### src/verilog/pssfs_params.svh
`ifndef PSSFS_PARAMS_SVH
`define PSSFS_PARAMS_SVH

// Ramp timebase: 220 nF node, 125 MHz clock
`define PSSFS_CLK_MHZ 125
// Soft-start about 2 ms, split over one ramp segment
`define PSSFS_SOFTSTART_US 2000
`define PSSFS_SOFTSTART_CYC ((`PSSFS_SOFTSTART_US * `PSSFS_CLK_MHZ))
// Fault time-out about 50 ms
`define PSSFS_TIMEOUT_US 50000
`define PSSFS_TIMEOUT_CYC ((`PSSFS_TIMEOUT_US * `PSSFS_CLK_MHZ))
// Default length of one ordinary ramp segment
`define PSSFS_SEG_US 1000
`define PSSFS_SEG_CYC ((`PSSFS_SEG_US * `PSSFS_CLK_MHZ))
// Segment count: six peaks, rise and fall each
`define PSSFS_NUM_SEG 12
`define PSSFS_CNT_W 24
// Segment indices where events occur (0 = first rise)
`define PSSFS_SEG_SELFTEST_END 4
`define PSSFS_SEG_REFCHK 2
`define PSSFS_SEG_SOFTSTART 4
`define PSSFS_SEG_NEG_ON 6
`define PSSFS_SEG_GATE_ON 8
`define PSSFS_SEG_POS_ON 10
`define PSSFS_SEG_FINAL 11

`endif

### src/verilog/pssfs_pkg.sv
package pssfs_pkg;
    typedef enum logic [2:0] {
        PSSFS_OFF,
        PSSFS_RAMP,
        PSSFS_RUN,
        PSSFS_TIMEOUT,
        PSSFS_LATCHED
    } pssfs_state_t;

    // Monitor inputs, high means a fault seen
    typedef struct packed {
        logic timing_stuck_low;
        logic timing_stuck_high;
        logic ref_bad;
        logic over_temp;
        logic boost_rail_low;
        logic negative_rail_low;
        logic positive_rail_low;
        logic logic_rail_low;
        logic gate_not_low;
    } pssfs_mon_t;

    typedef struct packed {
        logic analog_boost_rail;
        logic negative_gate_rail;
        logic delayed_boost_gate;
        logic positive_gate_rail;
    } pssfs_en_t;

    typedef struct packed {
        logic immediate;
        logic timeout;
    } pssfs_fault_t;

    // Rail high flags, high means driven above target
    typedef struct packed {
        logic analog_boost_rail;
        logic negative_gate_rail;
        logic positive_gate_rail;
        logic logic_rail;
    } pssfs_over_t;
endpackage

### src/verilog/pssfs_timer.sv
`timescale 1ns/1ps
`include "pssfs_params.svh"

module pssfs_timer (
    input wire logic i_clk,
    input wire logic i_ce,
    input wire logic i_clear,
    input wire logic i_run,
    input wire logic [`PSSFS_CNT_W+1:0] i_limit,
    output logic o_done
);
    logic [`PSSFS_CNT_W+1:0] count;
    wire at_limit = (count >= i_limit - 1'b1);

    // Clear waits for the enable too, so a frozen block keeps its place
    always_ff @(posedge i_clk) begin
        if (i_ce) begin
            if (i_clear) begin
                count <= '0;
            end else if (i_run && !at_limit) begin
                count <= count + 1'b1;
            end
        end
    end

    assign o_done = i_run && at_limit;
endmodule // pssfs_timer

### src/verilog/pssfs_sequencer.sv
`timescale 1ns/1ps
`include "pssfs_params.svh"
// What this block does
// - Main enable low keeps every sequenced output off.
// - Enable high and supply above 2.5V starts the first ramp.
// - Ramp waits for enable when supply is already good.
// - First four segments self-test timing node and reference; fault powers down.
// - Second ramp checks reference within 20% and temperature; else latch.
// - Boost soft-start begins at third ramp, about 2 ms.
// - Negative gate rail enabled at start of fourth ramp.
// - Delayed-boost gate pulled low at start of fifth ramp.
// - Positive rail at sixth ramp; rails checked at its end.
// - Successful start-up shows exactly six peaks.
// - Any shutdown latches until enable toggles or supply cycles.
// - Logic rail follows its own enable only.
// - Timing node stuck low never starts; stuck high never completes.
// - After start-up monitor all inputs, timing node held at 1.15V.
// - Timing node, reference or temperature fault shuts down at once.
// - Other faults run a time-out ramp; reaching threshold latches off.
// - Fault clearing before time-out returns to normal running.
// - Gate not below 0.6V after start-up is a fault.
// - Rail above target switches off its drive, no shutdown.
// - Current-limited rail low starts time-out; persistent fault disables.
// - Die above 140C is over-temperature and shuts down.
// - Fault time-out about 50 ms.

module pssfs_sequencer #(
    parameter int unsigned SEG_CYC = `PSSFS_SEG_CYC,
    parameter int unsigned SOFTSTART_CYC = `PSSFS_SOFTSTART_CYC,
    parameter int unsigned TIMEOUT_CYC = `PSSFS_TIMEOUT_CYC
) (
    input wire logic i_clk,
    input wire logic i_reset,
    input wire logic i_ce,
    input wire logic i_main_enable,
    input wire logic i_supply_good,
    input wire logic i_logic_rail_enable,
    input wire pssfs_pkg::pssfs_mon_t i_mon,
    input wire pssfs_pkg::pssfs_over_t i_over,
    output pssfs_pkg::pssfs_en_t o_enable,
    output pssfs_pkg::pssfs_over_t o_drive,
    output logic o_logic_rail_on,
    output logic o_delayed_boost_gate_out,
    output logic o_delayed_boost_gate_oe,
    output logic o_peak,
    output logic o_timing_hold,
    output logic o_done,
    output pssfs_pkg::pssfs_fault_t o_fault,
    output pssfs_pkg::pssfs_state_t o_state
);
    pssfs_pkg::pssfs_state_t state;
    pssfs_pkg::pssfs_state_t next_state;
    pssfs_pkg::pssfs_en_t en;
    pssfs_pkg::pssfs_fault_t next_fault;
    logic [3:0] seg;
    logic [3:0] next_seg;
    logic timer_clear;
    logic timer_done;
    logic [`PSSFS_CNT_W+1:0] limit;

    // Per-phase duration; soft-start segment is the long one
    wire seg_is_soft = (seg == 4'(`PSSFS_SEG_SOFTSTART));
    wire [`PSSFS_CNT_W+1:0] seg_limit = seg_is_soft ? (`PSSFS_CNT_W+2)'(SOFTSTART_CYC)
                                                     : (`PSSFS_CNT_W+2)'(SEG_CYC);
    assign limit = (state == pssfs_pkg::PSSFS_TIMEOUT) ? (`PSSFS_CNT_W+2)'(TIMEOUT_CYC)
                                                       : seg_limit;

    wire seg_end = timer_done;
    wire rising = !seg[0];
    wire start_ok = i_main_enable && i_supply_good && !i_mon.timing_stuck_low;
    // Self-test window faults
    wire selftest_fault = (seg < 4'(`PSSFS_SEG_SELFTEST_END))
        && (i_mon.timing_stuck_low || i_mon.ref_bad);
    // Stuck-high node stops the ramp timer in every ramp segment
    wire stuck_high_block = i_mon.timing_stuck_high;
    wire refchk_fault = ((seg == 4'(`PSSFS_SEG_REFCHK)) || (seg == 4'(`PSSFS_SEG_REFCHK + 1)))
        && (i_mon.ref_bad || i_mon.over_temp);
    wire final_fault = (seg == 4'(`PSSFS_SEG_FINAL)) && seg_end
        && (i_mon.boost_rail_low || i_mon.negative_rail_low
            || i_mon.positive_rail_low || i_mon.gate_not_low);
    wire immediate_fault = i_mon.timing_stuck_low || i_mon.timing_stuck_high
        || i_mon.ref_bad || i_mon.over_temp;
    wire timeout_cause = i_mon.boost_rail_low || i_mon.negative_rail_low
        || i_mon.positive_rail_low || i_mon.logic_rail_low
        || i_mon.gate_not_low;

    pssfs_timer u_timer (
        .i_clk(i_clk),
        .i_ce(i_ce),
        .i_clear(timer_clear),
        .i_run((state == pssfs_pkg::PSSFS_RAMP && !stuck_high_block) ||
               state == pssfs_pkg::PSSFS_TIMEOUT),
        .i_limit(limit),
        .o_done(timer_done)
    );

    always_comb begin
        next_state = state;
        next_seg = seg;
        next_fault = o_fault;
        timer_clear = 1'b0;
        case (state)
            pssfs_pkg::PSSFS_OFF: begin
                timer_clear = 1'b1;
                next_seg = '0;
                if (start_ok) begin
                    next_state = pssfs_pkg::PSSFS_RAMP;
                end
            end
            pssfs_pkg::PSSFS_RAMP: begin
                if (selftest_fault || refchk_fault || final_fault) begin
                    next_state = pssfs_pkg::PSSFS_LATCHED;
                    next_fault.immediate = selftest_fault || refchk_fault;
                    next_fault.timeout = final_fault;
                end else if (seg_end) begin
                    timer_clear = 1'b1;
                    if (seg == 4'(`PSSFS_SEG_FINAL)) begin
                        next_state = pssfs_pkg::PSSFS_RUN;
                    end else begin
                        next_seg = seg + 4'h1;
                    end
                end
            end
            pssfs_pkg::PSSFS_RUN: begin
                timer_clear = 1'b1;
                if (immediate_fault) begin
                    next_state = pssfs_pkg::PSSFS_LATCHED;
                    next_fault.immediate = 1'b1;
                end else if (timeout_cause) begin
                    next_state = pssfs_pkg::PSSFS_TIMEOUT;
                end
            end
            pssfs_pkg::PSSFS_TIMEOUT: begin
                if (immediate_fault) begin
                    next_state = pssfs_pkg::PSSFS_LATCHED;
                    next_fault.immediate = 1'b1;
                end else if (!timeout_cause) begin
                    next_state = pssfs_pkg::PSSFS_RUN;
                end else if (timer_done) begin
                    next_state = pssfs_pkg::PSSFS_LATCHED;
                    next_fault.timeout = 1'b1;
                end
            end
            pssfs_pkg::PSSFS_LATCHED: begin
                timer_clear = 1'b1;
                // Only an enable low or supply loss releases, handled below
                next_state = pssfs_pkg::PSSFS_LATCHED;
            end
            default: begin
                next_state = pssfs_pkg::PSSFS_OFF;
            end
        endcase
        // Enable low or supply gone powers down and releases the latch
        if (!i_main_enable || !i_supply_good) begin
            next_state = pssfs_pkg::PSSFS_OFF;
            next_fault = '0;
            timer_clear = 1'b1;
        end
    end

    // Enables as a function of segment reached
    wire past_seq = (state == pssfs_pkg::PSSFS_RUN) || (state == pssfs_pkg::PSSFS_TIMEOUT);
    // Enable or supply loss drops every sequenced rail on the same edge as the state
    wire active = (past_seq || (state == pssfs_pkg::PSSFS_RAMP))
        && i_main_enable && i_supply_good;
    always_comb begin
        en.analog_boost_rail = active && (past_seq || seg >= 4'(`PSSFS_SEG_SOFTSTART));
        en.negative_gate_rail = active && (past_seq || seg >= 4'(`PSSFS_SEG_NEG_ON));
        en.delayed_boost_gate = active && (past_seq || seg >= 4'(`PSSFS_SEG_GATE_ON));
        en.positive_gate_rail = active && (past_seq || seg >= 4'(`PSSFS_SEG_POS_ON));
    end

    always_ff @(posedge i_clk) begin
        if (i_reset) begin
            state <= pssfs_pkg::PSSFS_OFF;
            seg <= 4'h0;
            o_fault <= '0;
            o_enable <= '0;
            o_drive <= '0;
            o_logic_rail_on <= 1'b0;
            o_delayed_boost_gate_out <= 1'b0;
            o_delayed_boost_gate_oe <= 1'b0;
            o_peak <= 1'b0;
            o_timing_hold <= 1'b0;
            o_done <= 1'b0;
            o_state <= pssfs_pkg::PSSFS_OFF;
        end else if (i_ce) begin
            state <= next_state;
            seg <= next_seg;
            o_fault <= next_fault;
            o_enable <= en;
            // Over-target rail loses its drive only while high
            o_drive.analog_boost_rail <= en.analog_boost_rail && !i_over.analog_boost_rail;
            o_drive.negative_gate_rail <= en.negative_gate_rail
                && !i_over.negative_gate_rail;
            o_drive.positive_gate_rail <= en.positive_gate_rail
                && !i_over.positive_gate_rail;
            o_drive.logic_rail <= i_logic_rail_enable && !i_over.logic_rail;
            o_logic_rail_on <= i_logic_rail_enable;
            o_delayed_boost_gate_out <= 1'b0;
            o_delayed_boost_gate_oe <= en.delayed_boost_gate;
            // One pulse at the top of each rising segment
            o_peak <= (state == pssfs_pkg::PSSFS_RAMP) && rising && seg_end
                && !selftest_fault && !refchk_fault;
            o_timing_hold <= (state == pssfs_pkg::PSSFS_RUN);
            o_done <= past_seq;
            o_state <= next_state;
        end
    end
endmodule // pssfs_sequencer

### config.mk
export PLATFORM = sky130hd
export DESIGN_NAME = pssfs_sequencer
export DESIGN_NICKNAME = d
export VERILOG_FILES = /design/src/verilog/pssfs_pkg.sv /design/src/verilog/pssfs_timer.sv /design/src/verilog/pssfs_sequencer.sv
export VERILOG_INCLUDE_DIRS = /design/src /design/src/verilog
export SDC_FILE = /design/constraint.sdc
export NUM_CORES = 1
export LEC_CHECK = 0
export BUFFER_PORTS_ARGS = -buffer_cell sky130_fd_sc_hd__buf_2
export CORE_AREA = 2 2 110 112
export DETAILED_ROUTE_END_ITERATION = 8
export DIE_AREA = 0 0 112 114
export PLACE_DENSITY_LB_ADDON = 0.12
export SYNTH_ARGS = -nofsm -noshare
export SYNTH_HDL_FRONTEND = slang
export SYNTH_SLANG_ARGS = --single-unit
### constraint.sdc
create_clock -name i_clk -period 3.55 [get_ports i_clk]
set_input_delay 0.71 -clock i_clk [delete_from_list [all_inputs] [get_ports i_clk]]
set_output_delay 0.71 -clock i_clk [all_outputs]
set_load 0.05 [all_outputs]
==> qor.csv <==
metric,value,unit
setup TNS,0,ps
max_cap viols,0,
mean routed wirelength per cell,14.4,um
CTS resizes,0,
Vias,2572,
Max-slew headroom,65.7,%
Hold Path Class,register to register,
maximum clock insertion buffer count,2,
global route overflow,0,
Total GRT Usage,12.7,%
"Largest delay share family, worst path",simple AND/OR/NAND/NOR gates,
CTS Buf Count,5,
syn avg cell area,9.19,sq um
root buf cell,clkbuf_16,
routability congestion estimate,0.781,
clk sink count,47,
ys async rst share,0,%
Final Hold Fails,0,
run status,finished clean,
"Cell Area, Synth",0.00317,sq mm
IO buf count,36,
crit path DAT,3290,ps
final-stage net count,430,
chip width,112,um
TritonCTS clock tree,done,
Clock H-tree levels,2,
Worst Max-Slew Pin Slew,511,ps
"Primary FF master, synth",edfxtp_1,
max-slew violations,0,
Core Footprint,0.0117,sq mm
Pwr Density,335,mW/mm^2
sequential area share after synthesis,37.9,%
worst-path fanout max,26,
Detailed Route WL,7740,um
Clock transition at path regs,70,ps
final setup vio count,0,
HPWL after detailed placement,5870,um
post-route cell area,0.00379,sq mm
P&R area growth vs syn,19.7,%
Die H,114,um
CP Class,register to register,
cts hold-fix bufs,0,
final worst path period need,3250,ps
Pleak,1.41,nW
share of cells above drive strength 1,24.5,%
fin worst setup slack,297,ps
WP data required,3590,ps
clock skew,5.10,ps
setup bufs post-CTS,0,
RSZ-0062 raised after global routing,false,
CP Capture Type,register,
most frequent cells in the layout,"nor2_1, buf_2, nand2_1",
critical-path cell list,inv_1 -> ha_1 -> and3b_1 -> nor2_2 -> inv_1 -> ha_1 -> a21oi_1 -> o21ai_0 -> a311oi_1 -> nor2b_2 -> o21bai_4 -> nor4b_2 -> or3_4 -> o21a_4 -> buf_12,
largest net degree at the start of global routing,27,
post-synthesis cell type count,61,
vias in the first global route,2555,
"slowest stage cell, crit path",or3_4,
Iteration-0 DRC Markers,79,
clk_lat worst skew,290,ps
antenna violations before repair,0,
Setup crit start kind,register,
"EDFF count, synth",26,
pre-CTS WS,54.4,ps
first-pass GRT wire length,13100,um
Peak VDD IR,159,uV
CP max stage delay,410,ps
IO Count,38,
via-per-instance ratio,4.77,
max frequency,0.307,GHz
Pre-Repair DR Iteration Count,4,
Post-DP Area,0.00358,sq mm
Final ANT Viol Nets,0,
ratio of final minimum period to clock period,91.6,%
Buf/Inv on CP,3,
n_diodes,0,
drt drc,0,
std cell rows,40,
Starting Density,27.1,%
Die ar.,0.0128,sq mm
Syn Inst Count,345,
Yosys warning total,0,
synthesis-stage register bit count,47,
"commonest non-fill, non-tap cell in the layout",nor2_1,
## per-layer routing
layer,share of wire [%],vias up,routed length (um),track usage (%)
met3,3.8,7,298,2.55
met1,46,1200,3600,16.3
met2,49,61,3770,22.3
li1,-,1304,-,-
met4,0.93,0,72,2.93
met5,0,-,0,0
## stage by stage
step,cells,hold WS [ps],util [%],power (mW)
global placement,531,450,30.6,0.724
CTS,539,467,32.2,1.30
finish,539,460,32.4,1.27
global route,539,489,32.4,1.32
detailed placement,531,456,30.6,0.725
floorplan,346,491,-,0.686
## flip-flops by register name (all words and copies together), names as in the netlist
register                 cells
u_timer.count               26
o_drive                      4
seg                          4
o_enable                     3
state                        3
o_fault                      2
o_delayed_boost_gate_oe      1
o_done                       1
o_logic_rail_on              1
o_peak                       1
o_timing_hold                1
## Yosys cell counts, types with 3 or more instances
cell	count	area, sq um
nor2_4	18	203
o21ai_0	9	45.0
ha_1	20	250
nor2_1	49	184
o21bai_1	3	22.5
nand2b_1	8	50.1
nor2b_1	3	18.8
nand2_1	35	131
inv_1	10	37.5
clkbuf_1	7	26.3
nor4_1	4	25.0
mux2i_1	5	50.1
nor3_1	8	40.0
edfxtp_1	26	781
nand3_1	10	50.1
xnor2_1	9	78.8
nand4_1	8	50.1
and3_1	4	25.0
dfxtp_1	21	420
or3_1	4	25.0
a21oi_1	23	115
xor2_1	15	131
## power by group
part / total (mW) / switching, mW / internal [mW]
Sequential: 0.602 / 0.0166 / 0.586
Combinational: 0.109 / 0.0667 / 0.0419
Clock: 0.560 / 0.213 / 0.347
Total: 1.27 / 0.296 / 0.975
## final cells by class
type / instances / area [sq um]
fillers: 1267 / 7920
multi-input cells: 275 / 1860
flip-flops and latches: 47 / 1210
repair buffers: 51 / 317
well taps: 147 / 184
clock buffers: 7 / 175
inverters: 11 / 41.3
clock inverters: 1 / 7.51
## worst reg2reg max path, stage by stage, from the launching register on
cell and delay [ps]:
dfxtp_2 350, inv_1 80, ha_1 210, and3b_1 210
nor2_2 120, inv_1 70, ha_1 290, a21oi_1 140
o21ai_0 90, a311oi_1 320, nor2b_2 130, o21bai_4 150
nor4b_2 60, or3_4 410, o21a_4 210, buf_12 170
## cells by family (layout without fill, tap and decap cells)
| kind of cell | Yosys count | after routing | share of synthesized area (%) |
|---|---|---|---|
| AO/OA/AOI/OAI | 58 | 58 | 12.7 |
| XOR/XNOR | 24 | 24 | 6.63 |
| adder cells (fa/ha/maj) | 20 | 20 | 7.89 |
| buffers and inverters | 24 | 70 | 4.22 |
| flip-flops | 47 | 47 | 37.9 |
| multiplexers | 5 | 5 | 1.58 |
| other | 2 | 3 | 0.237 |
| AND/OR/NAND/NOR | 165 | 165 | 28.8 |
## final timing paths
path | slack (ps) | cells past startpoint | endpoint | from
max | 300 | 15 | u_timer.count[0] | seg[0]
min | 460 | 2 | o_peak | o_peak
max reg2reg | 300 | 15 | u_timer.count[0] | seg[0]
min reg2reg | 460 | 2 | o_peak | o_peak
Note: power is estimated with default switching activity, not from simulation.
